==> src/hw/fps_pkg.sv <==
// Package: constants for the flash programmer-side controller
package fps_pkg;
  // Register offsets (AXI4-Lite, byte addresses)
  localparam logic [7:0] REG_CMD    = 8'h00;
  localparam logic [7:0] REG_ADDR   = 8'h04;
  localparam logic [7:0] REG_DATA   = 8'h08;
  localparam logic [7:0] REG_STATUS = 8'h0C;
  localparam logic [7:0] REG_RDATA  = 8'h10;
  // Command codes written to REG_CMD
  localparam logic [3:0] CMD_RESET    = 4'h1;
  localparam logic [3:0] CMD_UNPROT   = 4'h2;
  localparam logic [3:0] CMD_VERIFY   = 4'h3;
  localparam logic [3:0] CMD_SEC_ON   = 4'h4;
  localparam logic [3:0] CMD_SEC_OFF  = 4'h5;
  localparam logic [3:0] CMD_READ     = 4'h6;
  localparam logic [3:0] CMD_BLK_ERS  = 4'h7;
  // Field positions in REG_CMD
  localparam int CMD_LSB   = 0;
  localparam int FSE_BIT   = 8;
  // Status bit positions
  localparam int ST_BUSY   = 0;
  localparam int ST_POLL   = 1;
  localparam int ST_TOUT   = 2;
  localparam int ST_EWIN   = 3;
  localparam int ST_RDY    = 4;
  localparam int ST_FAIL   = 5;
  // Command-cycle addresses and data (upper byte always zero)
  localparam logic [17:0] A_5555 = 18'h1_5555;
  localparam logic [17:0] A_AAAA = 18'h2_AAAA;
  localparam logic [17:0] A_ZERO = 18'h0_0000;
  localparam logic [15:0] D_AA   = 16'h00AA;
  localparam logic [15:0] D_55   = 16'h0055;
  localparam logic [15:0] D_F0   = 16'h00F0;
  localparam logic [15:0] D_A0   = 16'h00A0;
  localparam logic [15:0] D_80   = 16'h0080;
  localparam logic [15:0] D_10   = 16'h0010;
  localparam logic [15:0] D_30   = 16'h0030;
  localparam logic [15:0] D_9A   = 16'h009A;
  localparam logic [15:0] D_90   = 16'h0090;
  localparam logic [15:0] D_98   = 16'h0098;
  // Unprotect completion pulse: last data of unprotect sequence
  localparam logic [15:0] D_UNPROT = 16'h009A;
  // Bus-cycle phase length in clocks (strobe low and high time)
  localparam int PHASE_NS  = 100;
  localparam int CLK_NS    = 20;
  localparam int PHASE_CYC = (PHASE_NS + CLK_NS - 1) / CLK_NS;
  // Verify address needs bit zero high and bit five low
  localparam int VFY_B0 = 0;
  localparam int VFY_B5 = 5;
endpackage

==> src/hw/fps_ctrl.sv <==
// Programmer-side controller driving the flash pins from AXI4-Lite
//
// Our own choices: the AXI4-Lite interface to the registers and the address map.
`timescale 1ns/1ps
// Requirements from the device document
// RQ1: Device unprotects all blocks after sequence and final strobe pulse.
// RQ2: Protect all blocks before unprotect; restart from protect if cut (no protect sequence here; left to software).
// RQ3: Follow every unprotect with verify-protection.
// RQ4: Verify cycle four reads block address, bit0 high, bit5 low.
// RQ5: Verify leaves read mode; only read/reset or reset restore it.
// RQ6: Device shows status flags on ordinary reads while busy.
// RQ7: Ready/busy valid from final strobe rising edge.
// RQ8: Polling bit inverted while programming, true after.
// RQ9: Polling bit 0 during erase, 1 when done.
// RQ10: Polling bit frozen on failure; judge it with timeout flag.
// RQ11: Poll at programmed address or unprotected erase-target address.
// RQ12: Timeout flag 0 normally, 1 once limit exceeded.
// RQ13: Programming 1 over 0 halts and later sets timeout flag.
// RQ14: After timeout, issue read/reset to leave embedded mode.
// RQ15: Fifty microsecond erase window restarts on each block erase.
// RQ16: Check erase-window flag before and after each extra erase.
// RQ17: Ready/busy pin low while busy or failed, high when ready.
// RQ18: Security-on writes 0x0098 to 0x0000 in cycle four, select low.
// RQ19: Hold security select stable; secured reads return 0x0098.
// RQ20: Security-off is chip erase with select high.
// RQ21: Array failure in security-off leaves security set, locked.
// RQ22: Block erase with select high erases nothing.
// RQ23: Command data written as words with zero upper byte.
module fps_ctrl (
  // Clock and reset
  input  wire logic        CLK,
  input  wire logic        RST,
  // AXI4-Lite slave
  input  wire logic [7:0]  AWADDR,
  input  wire logic        AWVALID,
  output logic             AWREADY,
  input  wire logic [31:0] WDATA,
  input  wire logic [3:0]  WSTRB,
  input  wire logic        WVALID,
  output logic             WREADY,
  output logic [1:0]       BRESP,
  output logic             BVALID,
  input  wire logic        BREADY,
  input  wire logic [7:0]  ARADDR,
  input  wire logic        ARVALID,
  output logic             ARREADY,
  output logic [31:0]      RDATA,
  output logic [1:0]       RRESP,
  output logic             RVALID,
  input  wire logic        RREADY,
  // Flash pins
  output logic             CE_N,
  output logic             OE_N,
  output logic             WE_N,
  output logic             SECURITY_SELECT,
  output logic [17:0]      ADDR,
  input  wire logic [15:0] DQ_I,
  output logic [15:0]      DQ_O,
  output logic             DQ_OE_N,
  input  wire logic        READY_BUSY_N
);

  typedef enum logic [3:0] {
    S_IDLE  = 4'b0001,
    S_SETUP = 4'b0010,
    S_STRB  = 4'b0100,
    S_HOLD  = 4'b1000
  } fps_state_t;

  fps_state_t  state_ff;
  logic [3:0]  cmd_ff;
  logic        fse_ff;
  logic [17:0] addr_ff;
  logic [15:0] data_ff;
  logic [2:0]  step_ff;
  logic [2:0]  nsteps_ff;
  logic [7:0]  cnt_ff;
  logic [15:0] rdata_ff;
  logic        aw_got_ff;
  logic        w_got_ff;
  logic [7:0]  awaddr_ff;
  logic [31:0] wdata_ff;
  logic        start_cmd;
  logic        cmd_ok;
  logic        vfy_owed_ff;
  logic        last_rd;
  logic        cyc_rd;
  logic [17:0] cyc_addr;
  logic [15:0] cyc_data;

  // Number of bus cycles for each sequence
  function automatic logic [2:0] seq_len(input logic [3:0] c);
    case (c)
      fps_pkg::CMD_RESET:   seq_len = 3'd1;
      fps_pkg::CMD_UNPROT:  seq_len = 3'd6;
      fps_pkg::CMD_VERIFY:  seq_len = 3'd4;
      fps_pkg::CMD_SEC_ON:  seq_len = 3'd4;
      fps_pkg::CMD_SEC_OFF: seq_len = 3'd6;
      fps_pkg::CMD_READ:    seq_len = 3'd1;
      fps_pkg::CMD_BLK_ERS: seq_len = 3'd6;
      default:              seq_len = 3'd0;
    endcase
  endfunction

  // Address and data of each bus cycle, upper data byte always zero
  always_comb begin
    cyc_rd   = 1'b0;
    cyc_addr = fps_pkg::A_5555;
    cyc_data = fps_pkg::D_AA;
    case (step_ff)
      3'd1: begin
        cyc_addr = fps_pkg::A_AAAA;
        cyc_data = fps_pkg::D_55;
      end
      3'd2: begin
        case (cmd_ff)
          fps_pkg::CMD_VERIFY: cyc_data = fps_pkg::D_90;
          fps_pkg::CMD_SEC_ON: cyc_data = fps_pkg::D_A0;
          fps_pkg::CMD_UNPROT: cyc_data = fps_pkg::D_9A;
          default:             cyc_data = fps_pkg::D_80;
        endcase
      end
      3'd3: begin
        if (cmd_ff == fps_pkg::CMD_VERIFY) begin
          // Block address with bit zero forced high, bit five low
          cyc_rd   = 1'b1; // RQ4
          cyc_addr = addr_ff;
          cyc_addr[fps_pkg::VFY_B0] = 1'b1; // RQ4
          cyc_addr[fps_pkg::VFY_B5] = 1'b0; // RQ4
        end else if (cmd_ff == fps_pkg::CMD_SEC_ON) begin
          cyc_addr = fps_pkg::A_ZERO; // RQ18
          cyc_data = fps_pkg::D_98;   // RQ18
        end
      end
      3'd4: begin
        cyc_addr = fps_pkg::A_AAAA;
        cyc_data = fps_pkg::D_55;
      end
      3'd5: begin
        if (cmd_ff == fps_pkg::CMD_BLK_ERS) begin
          cyc_addr = addr_ff;
          cyc_data = fps_pkg::D_30;
        end else if (cmd_ff == fps_pkg::CMD_UNPROT) begin
          cyc_data = fps_pkg::D_UNPROT; // RQ1
        end else begin
          cyc_data = fps_pkg::D_10; // RQ20
        end
      end
      default: begin
        if (cmd_ff == fps_pkg::CMD_RESET) begin
          cyc_data = fps_pkg::D_F0; // RQ5 RQ14
        end else if (cmd_ff == fps_pkg::CMD_READ) begin
          // Plain read: status flags or secured value come back here
          cyc_rd   = 1'b1; // RQ6 RQ11
          cyc_addr = addr_ff;
        end
      end
    endcase
  end

  assign last_rd   = (step_ff + 3'd1 == nsteps_ff);
  assign start_cmd = aw_got_ff && w_got_ff &&
                     (awaddr_ff == fps_pkg::REG_CMD) &&
                     (state_ff == S_IDLE);
  // After unprotect only verify or read/reset may start a sequence
  assign cmd_ok = !vfy_owed_ff ||
                  (wdata_ff[3:0] == fps_pkg::CMD_VERIFY) ||
                  (wdata_ff[3:0] == fps_pkg::CMD_RESET); // RQ3 RQ14

  // AXI write channel capture; one write outstanding
  assign AWREADY = !aw_got_ff && !BVALID;
  assign WREADY  = !w_got_ff && !BVALID;
  assign BRESP   = 2'b00;
  always_ff @(posedge CLK or posedge RST) begin
    if (RST) begin
      aw_got_ff <= 1'b0;
      w_got_ff  <= 1'b0;
      awaddr_ff <= 8'h00;
      wdata_ff  <= 32'h0000_0000;
      BVALID    <= 1'b0;
    end else begin
      if (AWVALID && AWREADY) begin
        aw_got_ff <= 1'b1;
        awaddr_ff <= AWADDR;
      end
      if (WVALID && WREADY) begin
        w_got_ff <= 1'b1;
        wdata_ff <= WDATA;
      end
      // Command writes wait until the sequencer is idle
      if (aw_got_ff && w_got_ff &&
          (awaddr_ff != fps_pkg::REG_CMD || state_ff == S_IDLE)) begin
        aw_got_ff <= 1'b0;
        w_got_ff  <= 1'b0;
        BVALID    <= 1'b1;
      end else if (BVALID && BREADY) begin
        BVALID <= 1'b0;
      end
    end
  end

  // Software-written address and data registers
  always_ff @(posedge CLK or posedge RST) begin
    if (RST) begin
      addr_ff <= 18'h0_0000;
      data_ff <= 16'h0000;
    end else if (aw_got_ff && w_got_ff) begin
      if (awaddr_ff == fps_pkg::REG_ADDR) begin
        addr_ff <= wdata_ff[17:0];
      end else if (awaddr_ff == fps_pkg::REG_DATA) begin
        data_ff <= wdata_ff[15:0];
      end
    end
  end

  // Verify owed once unprotect starts; no protect sequence lives here,
  // so software must have protected every block beforehand
  always_ff @(posedge CLK or posedge RST) begin
    if (RST) begin
      vfy_owed_ff <= 1'b0;
    end else if (start_cmd && wdata_ff[3:0] == fps_pkg::CMD_UNPROT) begin
      vfy_owed_ff <= 1'b1; // RQ2 RQ3
    end else if (start_cmd && wdata_ff[3:0] == fps_pkg::CMD_VERIFY) begin
      vfy_owed_ff <= 1'b0; // RQ3
    end
  end

  // Bus-cycle sequencer; strobe phases last PHASE_CYC clocks each
  always_ff @(posedge CLK or posedge RST) begin
    if (RST) begin
      state_ff  <= S_IDLE;
      cmd_ff    <= 4'h0;
      fse_ff    <= 1'b0;
      step_ff   <= 3'd0;
      nsteps_ff <= 3'd0;
      cnt_ff    <= 8'h00;
      rdata_ff  <= 16'h0000;
    end else begin
      case (state_ff)
        S_IDLE: begin
          if (start_cmd && cmd_ok && seq_len(wdata_ff[3:0]) != 3'd0) begin
            cmd_ff    <= wdata_ff[3:0];
            // Select line held for the whole sequence; low for security-on
            fse_ff    <= wdata_ff[fps_pkg::FSE_BIT] && // RQ18 RQ19 RQ20 RQ22
                         (wdata_ff[3:0] != fps_pkg::CMD_SEC_ON);
            nsteps_ff <= seq_len(wdata_ff[3:0]);
            step_ff   <= 3'd0;
            cnt_ff    <= 8'h00;
            state_ff  <= S_SETUP;
          end
        end
        S_SETUP: begin
          cnt_ff   <= 8'h00;
          state_ff <= S_STRB;
        end
        S_STRB: begin
          if (cnt_ff == 8'(fps_pkg::PHASE_CYC - 1)) begin
            cnt_ff   <= 8'h00;
            state_ff <= S_HOLD;
            if (cyc_rd) begin
              rdata_ff <= DQ_I;
            end
          end else begin
            cnt_ff <= cnt_ff + 8'h01;
          end
        end
        default: begin
          if (cnt_ff == 8'(fps_pkg::PHASE_CYC - 1)) begin
            if (last_rd) begin
              state_ff <= S_IDLE;
            end else begin
              step_ff  <= step_ff + 3'd1;
              state_ff <= S_SETUP;
            end
          end else begin
            cnt_ff <= cnt_ff + 8'h01;
          end
        end
      endcase
    end
  end

  // Pin drive; strobe low only in the strobe phase
  always_ff @(posedge CLK or posedge RST) begin
    if (RST) begin
      CE_N            <= 1'b1;
      OE_N            <= 1'b1;
      WE_N            <= 1'b1;
      ADDR            <= 18'h0_0000;
      DQ_O            <= 16'h0000;
      DQ_OE_N         <= 1'b1;
      SECURITY_SELECT <= 1'b0;
    end else begin
      SECURITY_SELECT <= fse_ff;
      CE_N    <= (state_ff == S_IDLE);
      ADDR    <= cyc_addr;
      DQ_O    <= (cmd_ff == fps_pkg::CMD_READ) ? data_ff : cyc_data; // RQ23
      DQ_OE_N <= !(state_ff != S_IDLE && !cyc_rd);
      WE_N    <= !(state_ff == S_STRB && !cyc_rd);
      OE_N    <= !(state_ff == S_STRB && cyc_rd);
    end
  end

  // AXI read channel; status decodes the read word flags
  assign ARREADY = !RVALID;
  assign RRESP   = 2'b00;
  always_ff @(posedge CLK or posedge RST) begin
    if (RST) begin
      RVALID <= 1'b0;
      RDATA  <= 32'h0000_0000;
    end else if (ARVALID && ARREADY) begin
      RVALID <= 1'b1;
      if (ARADDR == fps_pkg::REG_STATUS) begin
        RDATA <= {26'h000_0000,
                  READY_BUSY_N == 1'b0 && state_ff == S_IDLE &&
                  rdata_ff[5],                     // RQ14 RQ21
                  READY_BUSY_N,                    // RQ17
                  rdata_ff[3],                     // RQ15 RQ16
                  rdata_ff[5],                     // RQ10 RQ12 RQ13
                  rdata_ff[7],                     // RQ8 RQ9
                  state_ff != S_IDLE};
      end else if (ARADDR == fps_pkg::REG_RDATA) begin
        RDATA <= {16'h0000, rdata_ff};
      end else if (ARADDR == fps_pkg::REG_ADDR) begin
        RDATA <= {14'h0000, addr_ff};
      end else if (ARADDR == fps_pkg::REG_DATA) begin
        RDATA <= {16'h0000, data_ff};
      end else begin
        RDATA <= 32'h0000_0000;
      end
    end else if (RVALID && RREADY) begin
      RVALID <= 1'b0;
    end
  end

  // Write strobe and output enable never low together
  strobe_excl_a: assert property (@(posedge CLK) disable iff (RST) // RQ23
    !(!WE_N && !OE_N)) else $error("strobes overlap");
  // Data bus driven in write strobes, released in read strobes
  dq_drive_a: assert property (@(posedge CLK) disable iff (RST) // RQ23
    (!WE_N |-> !DQ_OE_N) and (!OE_N |-> DQ_OE_N))
    else $error("data bus drive wrong");
  // Verify read drives bit zero high and bit five low
  verify_addr_a: assert property (@(posedge CLK) disable iff (RST) // RQ4
    (!OE_N && cmd_ff == fps_pkg::CMD_VERIFY) |-> (ADDR[0] && !ADDR[5]))
    else $error("bad verify address");
  // Security-on fourth write is 0x0098 at zero, select low
  sec_on_a: assert property (@(posedge CLK) disable iff (RST) // RQ18
    (!WE_N && cmd_ff == fps_pkg::CMD_SEC_ON && step_ff == 3'd3) |->
    (DQ_O == fps_pkg::D_98 && ADDR == fps_pkg::A_ZERO && !SECURITY_SELECT))
    else $error("bad security-on write");
  // Select pin steady while chip select stays low
  fse_stable_a: assert property (@(posedge CLK) disable iff (RST) // RQ19
    (!CE_N && !$past(CE_N)) |-> $stable(SECURITY_SELECT))
    else $error("select moved");
  // Command data upper byte is zero
  upper_zero_a: assert property (@(posedge CLK) disable iff (RST) // RQ23
    (!WE_N && cmd_ff != fps_pkg::CMD_READ) |-> DQ_O[15:8] == 8'h00)
    else $error("upper byte set");
  // A write response follows a taken register write
  bresp_a: assert property (@(posedge CLK) disable iff (RST) // RQ6
    (aw_got_ff && w_got_ff && awaddr_ff != fps_pkg::REG_CMD) |=>
    BVALID) else $error("missing write response");
  // Each write strobe low lasts exactly PHASE_CYC clocks
  we_width_a: assert property (@(posedge CLK) disable iff (RST) // RQ1
    $fell(WE_N) |-> !WE_N [*5] ##1 WE_N)
    else $error("strobe width");
  // Reset sequence writes F0 in its only cycle
  reset_cmd_a: assert property (@(posedge CLK) disable iff (RST) // RQ14
    (!WE_N && cmd_ff == fps_pkg::CMD_RESET) |-> DQ_O == fps_pkg::D_F0)
    else $error("bad reset data");
endmodule

==> config.mk <==
export PLATFORM = sky130hd
export DESIGN_NAME = fps_ctrl
export DESIGN_NICKNAME = d
export VERILOG_FILES = /design/src/hw/fps_pkg.sv /design/src/hw/fps_ctrl.sv
export SDC_FILE = /design/constraint.sdc
export NUM_CORES = 1
export LEC_CHECK = 0
export ABC_AREA = 1
export BUFFER_PORTS_ARGS = -buffer_cell sky130_fd_sc_hd__clkbuf_2
export CAP_MARGIN = 40
export CORE_MARGIN = 3
export CORE_UTILIZATION = 47
export CTS_BUF_LIST = sky130_fd_sc_hd__clkbuf_2 sky130_fd_sc_hd__clkbuf_4 sky130_fd_sc_hd__clkbuf_8
export DETAILED_ROUTE_END_ITERATION = 12
export GPL_TIMING_DRIVEN = 0
export MAX_ROUTING_LAYER = met4
export PLACE_DENSITY = 0.7
export SLEW_MARGIN = 0
export SYNTH_ARGS = -nofsm -noshare
export SYNTH_HDL_FRONTEND = slang
export SYNTH_SLANG_ARGS = --single-unit
==> constraint.sdc <==
create_clock -name CLK -period 6.5 [get_ports CLK]
set_clock_uncertainty 0.15 [all_clocks]
set_input_delay 0.325 -clock CLK [delete_from_list [all_inputs] [get_ports CLK]]
set_output_delay 0.325 -clock CLK [all_outputs]
set_load 0.05 [all_outputs]
## Word level (Yosys, flattened, before mapping)

Cells that the tools add are included.

- Add/sub/neg operators: 2
- Reduce and logical (&&, ||, !) cells: 56
- Equal/unequal tests: 35
- Muxes and demuxes: 47
- Bitwise gates (word level): 3

Operators by type and width:

| kind | count |
|---|---|
| $mux W18 | 7 |
| $pmux W18 S4 | 1 |
| $mux W8 | 5 |
| $eq A4 B3 Y1 const B | 8 |
| $mux W16 | 2 |
| $pmux W8 S4 | 1 |
| $eq A8 B3 Y1 const B | 3 |
| $eq A8 B4 Y1 const B | 3 |
| $pmux W8 S3 | 1 |
| $logic_and A1 B1 Y1 | 21 |
| $eq A4 B2 Y1 const B | 5 |
| $pmux W6 S3 | 1 |
| $mux W17 | 1 |
| $mux W1 | 13 |
| $eq A4 B1 Y1 const B | 3 |
| $mux W3 | 4 |
| $mux W4 | 3 |
| $mux W6 | 2 |
| $pmux W4 S3 | 1 |
| $reduce_bool A2 Y1 | 6 |
| $logic_not A1 Y1 | 9 |
| $pmux W3 S3 | 1 |
| $reduce_and A3 Y1 | 3 |
| $add A8 B1 Y8 const B | 1 |
| 24 further kinds | 38 |

- Register bits after elaboration: 175
- Output and inout port bits: 80
- Word-level logic and storage cells: 167
- Input port bits: 76

## Longest topological paths before layout

Gate-level depths: netlist (run 1).

- Word-level depth: 8
- Mapped depth: 11
- Gate-level depth less buffers: 11

## Worst setup path before layout (run 1)

OpenSTA, ideal clock, no wires.

- Kind: reg-to-reg
- From: register BVALID
- To: register awaddr_ff[4]
- Library setup time: 0.125 ns
- Path slack: 4.168 ns
- Data arrival time: 2.057 ns
- Period minus slack after synthesis: 2.332 ns
- Path buffers: 1
- Stages on the path, launching flop included: 5
- Cells stage by stage: dfrtp_1 nor2_1 nand2_1 clkbuf_1 mux2_2

- Word-level cells in the longest chain between the ends: 3

Ends and longest elaborated chain:

| what | RTL line | text |
|---|---|---|
| from (decl) | fps_ctrl.sv:42 | `output logic BVALID,` |
| from (signal assigned) | fps_ctrl.sv:180 | `BVALID <= 1'b0;` |
| from (signal assigned) | fps_ctrl.sv:195 | `BVALID <= 1'b1;` |
| from (signal assigned) | fps_ctrl.sv:197 | `BVALID <= 1'b0;` |
| $logic_not A1 Y1 | fps_ctrl.sv:171 | `assign AWREADY = !aw_got_ff && !BVALID;` |
| $logic_and A1 B1 Y1 | fps_ctrl.sv:171 |  |
| named net AWREADY | fps_ctrl.sv:36 | `output logic AWREADY,` |
| $logic_and A1 B1 Y1 | fps_ctrl.sv:182 | `if (AWVALID && AWREADY) begin` |
| to (signal assigned) | fps_ctrl.sv:178 | `awaddr_ff <= 8'h00;` |
| to (signal assigned) | fps_ctrl.sv:184 | `awaddr_ff <= AWADDR;` |
| to (decl) | fps_ctrl.sv:81 | `logic [7:0] awaddr_ff;` |

The timed path passes the listed nets, and every way through them passes these cells.
A chain may end at the register's enable or synchronous reset.

## Worst setup path in the final report (run 1)

- From: register step_ff[0]
- To: register ADDR[0]

- Word-level cells in the longest chain between the ends: 3
- Elaborated cells on any way between the ends: 7
- Those cells by class: 5 x eq/ne; 1 x mux; 1 x reduce/logical

Ends and longest elaborated chain:

| what | RTL line | text |
|---|---|---|
| from (decl) | fps_ctrl.sv:75 | `logic [2:0] step_ff;` |
| from (signal assigned) | fps_ctrl.sv:272 | `step_ff <= step_ff + 3'd1;` |
| $eq A3 B3 Y1 or $eq A3 B1 Y1 (tied branches) | fps_ctrl.sv:110 | `case (step_ff)` |
| $reduce_or A2 Y1 (no source line) | -- |  |
| $pmux W18 S4 (*) | fps_ctrl.sv:110 |  |
| named net cyc_addr[0] | fps_ctrl.sv:88 | `logic [17:0] cyc_addr;` |
| to (signal assigned) | fps_ctrl.sv:296 | `ADDR <= cyc_addr;` |
| to (decl) | fps_ctrl.sv:56 | `output logic [17:0] ADDR,` |

The timed path passes the listed nets; every way through them passes the cells marked *.

==> results of run 1 <==
[per-stage QoR]
stage	TNS, ns	cell area (um2)
after floorplan	0	7610
after global placement	-1.32	8470
after detailed placement	0	8500
after CTS	0	9350
after global routing	0	9350
final	0	9350
[worst min-delay path, stage by stage]
cell	delay, ns
clkbuf_2	0.09
a21oi_1	0.06
nor2_1	0.12
[power by group]
part | switching [mW] | internal (mW)
combinational | 0.295 | 0.142
clock | 0.370 | 0.349
sequential | 0.0853 | 1.12
total | 0.751 | 1.62
[cells by family (layout without fill, tap and decap cells)]
kind of cell / count (synthesis) / in the layout / synth area share (%)
mux: 6 / 6 / 0.895
compound gates: 138 / 138 / 10.3
xor+xnor: 6 / 6 / 0.696
fa+ha+maj: 7 / 7 / 1.16
flops: 161 / 161 / 53.5
simple gates: 426 / 426 / 24.7
other cells: 1 / 18 / 0.0497
buf+inv: 146 / 344 / 8.69
[final cells by class]
type	count	area [um2]	share of cell area, %
Sequential cell	161	4040	43.1
Timing Repair Buffer	166	1080	11.6
Clock inverter	13	139	1.48
Buffer	46	275	2.94
Tap cell	211	264	2.82
Multi-Input combinational cell	601	2920	31.2
Clock buffer	19	249	2.66
Inverter	100	388	4.15
[routing by layer]
metal | part of all wire [%] | vias up | global-route usage [%]
li1 | - | 3235 | -
met1 | 45 | 3083 | 29.4
met2 | 49 | 197 | 35.7
met3 | 4.6 | 31 | 4.71
met4 | 2.3 | 0 | 6.93
met5 | 0 | - | -
[flip-flops by register name (all words and copies together) (netlist names), 3 cells and up]
name,flops
state_ff,4
nsteps_ff,3
step_ff,3
rdata_ff,16
wdata_ff,18
cmd_ff,4
ADDR,18
awaddr_ff,8
data_ff,16
addr_ff,18
DQ_O,16
cnt_ff,8
RDATA,18
[path summary, 6_finish.rpt]
| check | startpoint | to |
|---|---|---|
| worst max-delay path | step_ff[0] | ADDR[0] |
| max in group asynchronous | RST | WE_N |
| min in group asynchronous | RST | ADDR[12] |
| worst max register to register | step_ff[0] | ADDR[0] |
| worst min register to register | fse_ff | SECURITY_SELECT |
| worst min-delay path | AWVALID | aw_got_ff |
[cells in the final DEF (no fill, tap or decap), types with 3 or more instances in the layout]
master | Yosys | routed
nand4_1 | 13 | 13
buf_4 | 20 | 20
o21ai_2 | 16 | 16
nand2_4 | 4 | 4
inv_2 | 3 | 3
a21oi_1 | 36 | 36
o21ai_1 | 5 | 5
clkbuf_1 | 16 | 16
clkbuf_2 | 0 | 119
nand2_1 | 222 | 222
xor2_1 | 4 | 4
dlygate4sd3_1 | 0 | 46
buf_2 | 4 | 4
ha_1 | 7 | 7
buf_1 | 3 | 3
clkinv_4 | 1 | 5
inv_1 | 96 | 95
nor2_1 | 81 | 81
nor3_2 | 3 | 3
dfrtp_1 | 156 | 156
buf_6 | 3 | 3
clkinv_2 | 0 | 4
mux2_2 | 6 | 6
o21ai_0 | 67 | 67
nor3_1 | 7 | 7
a31oi_1 | 9 | 9
nand3_1 | 82 | 82
clkbuf_8 | 0 | 17
conb_1 | 1 | 18
o21bai_1 | 3 | 3
dfstp_2 | 5 | 5
nand2_2 | 5 | 5
nor2_4 | 3 | 3
==> impl_metrics.py, run 1 <==
metrics = {
    "power": {
        "power.density_nw_per_um2": 253,
        "ir_drop_v": 0.000128,
        "p_leak_nw": 4.93,
        "power_mw": 2.37,
    },
    "grt": {
        "antenna_found_initial": 0,
        "grt_max_degree": 116,
        "grt_remaining_overflow": 0,
        "grt_pass1_vias": 6207,
        "grt_usage_pct": 22.5,
        "grt_pass1_wl_mm": 30.8,
    },
    "synthesis": {
        "ys_ff_latch": 161,
        "synth.yosys.seq_area_share_pct": 53.5,
        "syn_avg_cell_area_um2": 8.47,
        "synth_cells": 891,
        "ys_top_cells_by_count": "nand2_1 (222), dfrtp_1 (156), inv_1 (96), nand3_1 (82), nor2_1 (81)",
        "synth_most_common_cell": "nand2_1",
        "ys.flop_type": "dfrtp_1",
        "ys.warnings.count": 0,
        "syn_area_um2": 7550,
        "async_reset_ff_share_pct": 100,
        "synth_area_leader_cell": "dfrtp_1",
        "synth.top_cells.by_area": "dfrtp_1 (52%), nand2_1 (11%), nand3_1 (5.4%)",
        "synthDominantCellAreaShare_pct": 51.7,
        "synthDistinctLibCells": 37,
        "synth_edf_count": 0,
    },
    "drt": {
        "drt_wl_total_mm": 18.6,
        "wl_per_cell_um": 14.2,
        "initialDrtViolationCount": 537,
        "drtPass1Iterations": 5,
        "antenna_left": 0,
        "num_vias": 6546,
        "drc_errors": 0,
        "drt-vias-per-instance": 4.97,
    },
    "sta": {
        "drv_slew": 0,
        "worstMarginPinSlew_ns": 0.900,
        "slew_headroom_pct": 39.8,
        "finalHoldViolCount": 0,
        "holdWs_ns": 0.0172,
        "min_period_ns": 2.53,
        "period_share_pct": 39.0,
        "clock.fmax_ghz": 0.395,
        "setup_ws_ns": 3.97,
        "setup_viol": 0,
        "rsz0062_at_grt": "false",
    },
    "clock_network": {
        "cts_inserted_buffers": 17,
        "cts_setup_buffers": 0,
        "h-tree-depth": 4,
        "clock_latency_ns": 0.46,
        "cts_resized": 0,
        "clkTransAtPathRegs_ns": 0.08,
        "clockBufferDepth": 2,
        "ctsHoldBuffers": 46,
        "cts_root_buf": "clkbuf_8",
        "cts_tree": "done",
        "clock_sink_count": 161,
    },
    "worst_setup_path": {
        "rr_worst_depth": 7,
        "startpoint_type": "flip-flop",
        "end_kind": "flip-flop",
        "crit_family": "simple AND/OR/NAND/NOR gates",
        "slowest_delay_ns": 0.70,
        "slowest_stage": "nor2_1",
        "crit_cells": 7,
        "r2r_slack_ns": 3.97,
        "crit_buf_inv": 2,
        "criticalPathCategory": "reg2reg",
        "path_max_fanout": 10,
        "worstPathRequired_ns": 6.61,
        "crit_chain": "inv_1 -> ha_1 -> inv_1 -> nor2_1 -> nor3_4 -> nor2_1 -> a31oi_1",
        "cp.arrival_ns": 2.64,
    },
    "floorplanning": {
        "fp.dieH_um": 133,
        "die_area_um2": 17600,
        "core_um2": 15400,
        "die_x_um": 133,
        "start_util_pct": 48.9,
        "io_pins": 156,
        "fp-row-count": 45,
    },
    "layout": {
        "nFillCells": 1398,
        "drive_gt1_share_pct": 20.9,
        "final_cells": 1317,
        "fin_nets": 1176,
        "diodes": 0,
        "final_core_util_pct": 60.6,
        "area_growth_pct": 23.9,
    },
    "run": {
        "maxCapViolCount": 0,
    },
    "placed_design": {
        "place_ws_ns": 4.06,
        "place_inst": 1239,
        "place.gp.congestion": 0.881,
        "hpwlAfterDp_mm": 13.8,
        "portBuffers": 119,
    },
    "min_path": {
        "min_path_cells": 3,
        "hold_path_class": "in2reg",
    },
    "run_status": {
        "status": "completed",
    },
}
Note: power is estimated with default switching activity, not from simulation.
==> run 2: changes to the inputs <==
--- a/config.mk
+++ b/config.mk
@@ -5,7 +5,7 @@
 export SDC_FILE = /design/constraint.sdc
 export NUM_CORES = 1
 export LEC_CHECK = 0
-export ABC_AREA = 1
+export ABC_AREA = 0
 export BUFFER_PORTS_ARGS = -buffer_cell sky130_fd_sc_hd__clkbuf_2
 export CAP_MARGIN = 40
 export CORE_MARGIN = 3
==> constraint.sdc (replaced) <==
create_clock -name CLK -period 2.65 [get_ports CLK]
set_clock_uncertainty 0.15 [all_clocks]
set_input_delay 0.1325 -clock CLK [delete_from_list [all_inputs] [get_ports CLK]]
set_output_delay 0.1325 -clock CLK [all_outputs]
set_load 0.05 [all_outputs]
==> impl_metrics.py, run 2 <==
metrics = {
    "clock_network": {
        "cts_tree": "done",
        "cts_inserted_buffers": 17,
        "cts_root_buf": "clkbuf_8",
        "clockBufferDepth": 2,
        "h-tree-depth": 4,
        "clock_latency_ns": 0.46,
        "clock_sink_count": 161,
        "clkTransAtPathRegs_ns": 0.08,
    },
    "layout": {
        "drive_gt1_share_pct": 32.6,
        "multi_input_area_um2": 2950,
        "fin_nets": 945,
        "nFillCells": 1195,
        "diodes": 0,
        "final_cell_mix": "dfrtp_1 (155), clkbuf_2 (119), nand2_1 (83)",
        "regArea_um2": 4040,
        "final_cells": 1057,
        "layout_commonest_cell": "dfrtp_1",
        "final_core_util_pct": 62.2,
        "area_growth_pct": 26.7,
    },
    "sta": {
        "setup_ws_ns": 0.125,
        "setup_viol": 0,
        "clock.fmax_ghz": 0.396,
        "finalSetupTns_ns": 0,
        "drv_slew": 0,
        "slew_headroom_pct": 58.7,
        "worstMarginPinSlew_ns": 0.612,
        "min_period_ns": 2.53,
        "period_share_pct": 95.3,
        "rsz0062_at_grt": "false",
        "finalHoldViolCount": 0,
    },
    "grt": {
        "grt_pass1_wl_mm": 28.6,
        "grt_usage_pct": 22.4,
        "grt_pass1_vias": 5570,
        "grt_max_degree": 43,
        "grt_remaining_overflow": 0,
        "antenna_found_initial": 0,
    },
    "placed_design": {
        "hpwlAfterDp_mm": 13.1,
        "portBuffers": 118,
        "place_ws_ns": -0.174,
        "place.gp.congestion": 0.937,
        "place_inst": 970,
    },
    "worst_setup_path": {
        "path_max_fanout": 10,
        "crit_buf_inv": 3,
        "r2r-end": "rdata_ff[15]",
        "r2r_slack_ns": 0.12,
        "reg2reg_from": "step_ff[0]",
        "crit_family": "buffers and inverters",
        "crit_chain": "ha_1 -> ha_1 -> buf_2 -> nor2_4 -> nand3_4 -> o21a_4 -> nor3_4 -> buf_4 -> buf_8 -> mux2_4",
        "criticalPathCategory": "reg2reg",
        "end_kind": "flip-flop",
        "startpoint_type": "flip-flop",
        "slowest_delay_ns": 0.41,
        "startpoint": "step_ff[0]",
        "path_common_cell": "ha_1",
        "slowest_stage": "dfrtp_2",
        "rr_worst_depth": 10,
        "cp.arrival_ns": 2.72,
        "worstPathRequired_ns": 2.84,
    },
    "min_path": {
        "hold_path_class": "in2reg",
        "hold_path_end": "RDATA[0]",
        "min_path_cells": 4,
        "hp-start": "ARADDR[3]",
    },
    "floorplanning": {
        "start_util_pct": 49.1,
        "fp-row-count": 44,
        "die_x_um": 130,
        "core_um2": 14800,
        "die_area_um2": 17000,
        "fp.dieH_um": 130,
        "io_pins": 156,
    },
    "drt": {
        "wl_per_cell_um": 17.0,
        "num_vias": 5594,
        "drtPass1Iterations": 5,
        "drc_errors": 0,
        "antenna_left": 0,
        "initialDrtViolationCount": 372,
        "drt_wl_total_mm": 17.9,
        "drt-vias-per-instance": 5.29,
    },
    "synthesis": {
        "synthDominantCellAreaShare_pct": 53.7,
        "synthDistinctLibCells": 63,
        "async_reset_ff_share_pct": 100,
        "synth.top_cells.by_area": "dfrtp_1 (54%), mux2_2 (9.9%), nand2_1 (4.3%)",
        "ys.flop_type": "dfrtp_1",
        "ys_top_cells_by_count": "dfrtp_1 (156), nand2_1 (83), mux2_2 (64), o21ai_0 (55), nor2_1 (27)",
        "synthSimpleGateAreaFrac_pct": 14.2,
        "synth.yosys.seq_area_share_pct": 55.5,
        "synth_top_family_by_area": "simple AND/OR/NAND/NOR gates",
        "ys_ff_latch": 161,
        "synth_cells": 646,
        "synth_most_common_cell": "dfrtp_1",
        "synth_area_leader_cell": "dfrtp_1",
        "ys.warnings.count": 0,
        "synth_compound_area_share_pct": 11.1,
        "synth_xor_area_share_pct": 0.482,
        "synthAdderAreaFrac_pct": 1.20,
        "synth_edf_count": 0,
        "syn_avg_cell_area_um2": 11.3,
        "syn_area_um2": 7270,
        "synthMuxAreaShare_pct": 12.7,
    },
    "power": {
        "ir_drop_v": 0.000823,
        "p_leak_nw": 4.52,
        "power.density_nw_per_um2": 654,
    },
    "run_status": {
        "status": "completed",
    },
    "run": {
        "maxCapViolCount": 0,
    },
}
-- run 2: report_power, final --
| part | leakage [nW] | internal [mW] | switching [mW] |
|---|---|---|---|
| registers | 2.09 | 2.81 | 0.341 |
| logic | 2.24 | 0.547 | 0.579 |
| clock network | 0.196 | 0.882 | 0.869 |
-- run 2: tightest hold or removal path, cell delays in order --
cell and delay [ns]:
clkbuf_2 0.13, nor2b_1 0.10, a21oi_1 0.17, o31ai_1 0.08
-- run 2: layout make-up --
cell class                 count  share of cell area (%)
sequential                   161                    43.8
inverter                      14                   0.611
multi-input combinational    442                    32.1
timing repair buffer         180                    13.7
buffer                        46                    3.21
tap                          184                    2.50
clock inverter                 9                    1.18
clock buffer                  21                    2.93
-- run 2: logic make-up (layout without fill, tap and decap cells) --
| logic type | Yosys count | after routing |
|---|---|---|
| fa+ha+maj | 7 | 7 |
| compound gates | 134 | 134 |
| flops | 161 | 161 |
| simple gates | 200 | 200 |
| buf+inv | 60 | 270 |
| mux | 79 | 79 |
| xor+xnor | 4 | 4 |
| other cells | 1 | 18 |
-- run 2: metal layers --
layer	GRT usage (%)	part of all wire, %	wire length, um
met2	34.6	48	8650
met1	30.1	45	8080
met5	-	0	0
met4	7.74	1.7	309
met3	4.02	4.9	886
-- run 2: metrics by stage --
step	hold slack [ns]	cell area, um2	total power [mW]
2_1_floorplan	0.0789	7340	3.89
3_3_place_gp	0.169	8160	4.17
3_5_place_dp	0.0712	8260	4.24
4_1_cts	0.0189	9200	6.06
5_1_grt	0.0747	9210	6.35
6_report	0.0442	9210	6.03
-- run 2: worst max path at each step --
stage,to,slack (ns),depth (start not counted)
CTS,rdata_ff[15],0.02,10
detailed placement,rdata_ff[6],-0.17,9
global route,rdata_ff[5],0.02,10
floorplan,wdata_ff[17],0.14,4
global placement,ADDR[17],-0.52,2
finish,rdata_ff[15],0.12,10
-- run 2: repair_timing --
item / CTS / global route
gates resized for setup: 0 / 1
cloned: 0 / 0
pin swaps: 1 / 0
hold buffers: 54 / 0
endpoints found under the setup margin: 16 / 16
buffers inserted: 2 / 1
hold endpoints to repair: 173 / 0
==> run 3: changes to the inputs <==
--- a/config.mk
+++ b/config.mk
@@ -14,7 +14,7 @@
 export DETAILED_ROUTE_END_ITERATION = 12
 export GPL_TIMING_DRIVEN = 0
 export MAX_ROUTING_LAYER = met4
-export PLACE_DENSITY = 0.7
+export PLACE_DENSITY_LB_ADDON = 0.08
 export SLEW_MARGIN = 0
 export SYNTH_ARGS = -nofsm -noshare
 export SYNTH_HDL_FRONTEND = slang
==> impl_metrics.py, run 3 (synthesized netlist as in run 2, its figures left out) <==
metrics = {
    "layout": {
        "area_growth_pct": 27.5,
        "diodes": 0,
        "layout_commonest_cell": "dfrtp_1",
        "fin_nets": 949,
        "final_cell_mix": "dfrtp_1 (155), clkbuf_2 (119), nand2_1 (83)",
        "drive_gt1_share_pct": 32.7,
    },
    "grt": {
        "grt_pass1_wl_mm": 28.6,
        "grt_max_degree": 41,
        "grt_remaining_overflow": 0,
        "grt_usage_pct": 22.4,
        "grt_pass1_vias": 5556,
        "antenna_found_initial": 0,
    },
    "drt": {
        "antenna_left": 0,
        "initialDrtViolationCount": 406,
        "drt-vias-per-instance": 5.26,
        "num_vias": 5593,
        "drtPass1Iterations": 5,
        "drc_errors": 0,
        "wl_per_cell_um": 16.7,
        "drt_wl_total_mm": 17.7,
    },
    "sta": {
        "setup_ws_ns": 0.119,
        "worstMarginPinSlew_ns": 0.956,
        "slew_headroom_pct": 35.9,
        "finalHoldViolCount": 0,
        "rsz0062_at_grt": "false",
        "setup_viol": 0,
        "min_period_ns": 2.53,
        "finalSetupTns_ns": 0,
        "clock.fmax_ghz": 0.395,
        "holdWs_ns": 0.0508,
        "period_share_pct": 95.5,
        "drv_slew": 0,
    },
    "worst_setup_path": {
        "path_max_fanout": 10,
        "worstPathRequired_ns": 2.84,
        "slowest_delay_ns": 0.44,
        "path_common_cell": "ha_1",
        "end_kind": "flip-flop",
        "crit_family": "buffers and inverters",
        "slowest_stage": "dfrtp_2",
        "crit_chain": "ha_1 -> ha_1 -> buf_2 -> nor2_4 -> nand3_4 -> o21a_4 -> nor3_4 -> buf_6 -> buf_12 -> mux2_4",
        "criticalPathCategory": "reg2reg",
        "startpoint_type": "flip-flop",
        "crit_buf_inv": 3,
        "cp.arrival_ns": 2.72,
    },
    "run_status": {
        "status": "completed",
    },
    "floorplanning": {
        "die_area_um2": 17000,
        "io_pins": 156,
        "die_x_um": 130,
        "core_um2": 14800,
        "start_util_pct": 49.1,
        "fp.dieH_um": 130,
        "fp-row-count": 44,
    },
    "clock_network": {
        "h-tree-depth": 4,
        "cts_tree": "done",
        "clock_latency_ns": 0.45,
        "cts_root_buf": "clkbuf_8",
        "clock_sink_count": 161,
        "cts_inserted_buffers": 17,
        "clockBufferDepth": 2,
        "clkTransAtPathRegs_ns": 0.09,
    },
    "run": {
        "maxCapViolCount": 0,
    },
    "placed_design": {
        "portBuffers": 118,
        "place_ws_ns": -0.134,
        "hpwlAfterDp_mm": 12.9,
        "place.gp.congestion": 0.843,
    },
    "power": {
        "power.density_nw_per_um2": 652,
        "ir_drop_v": 0.000681,
        "p_leak_nw": 4.53,
    },
    "min_path": {
        "hold_path_class": "in2reg",
    },
}
-- run 3: path summary, 6_finish.rpt --
path | start | slack (ns) | cells after the start | endpoint
min in group asynchronous | RST | 0.11 | 3 | cmd_ff[3]
min reg2reg | fse_ff | 0.24 | 0 | SECURITY_SELECT
max | step_ff[0] | 0.12 | 10 | rdata_ff[1]
max in group asynchronous | RST | 1.42 | 5 | data_ff[12]
max reg2reg | step_ff[0] | 0.12 | 10 | rdata_ff[1]
min | ARADDR[0] | 0.05 | 6 | RDATA[17]
-- run 3: power breakdown --
part	total (mW)	switching, mW	internal, mW
logic	1.13	0.581	0.550
clock network	1.75	0.891	0.863
registers	3.16	0.350	2.81
-- run 3: tightest hold or removal path: stages --
cell and delay [ns]:
clkbuf_2 0.08, nor3_1 0.05, nand2_1 0.13, nor3b_1 0.10, nand2_1 0.07, o21ai_0 0.07
-- run 3: routing by layer --
layer / global-route usage, % / vias to the layer above / wire length [um]
met1: 30.2 / 2752 / 8200
li1: - / 2656 / -
met5: - / - / 0
met4: 7.26 / 0 / 340
met3: 3.70 / 30 / 741
met2: 35.1 / 155 / 8430
-- run 3: per-stage QoR --
step                      util, %  cell area, um2  power [mW]  std cells
after floorplan                 -            7340        3.89        663
after global placement       55.1            8160        4.20        965
after global routing         62.6            9270        6.38       1063
after detailed placement     55.7            8240        4.26        969
final                        62.6            9270        6.05       1063
after CTS                    62.4            9250        6.10       1061
-- run 3: cell type report --
class                           instances  area, um2
Buffer                                 46        300
Clock buffer                           22        297
Clock inverter                         10        101
Fill cell                            1211       5540
Inverter                               14       56.3
Multi-Input combinational cell        442       2950
Sequential cell                       161       4040
Tap cell                              184        230
Timing Repair Buffer                  184       1300
-- run 3: timing repair --
| action | 4_1_cts | 5_1_grt |
|---|---|---|
| endpoints found under the setup margin | 10 | 16 |
| buffers inserted | 2 | 2 |
| endpoints found under the hold margin | 168 | 0 |
| resized for setup | 0 | 3 |
| pin swaps | 1 | 0 |
| hold buffers | 58 | 0 |
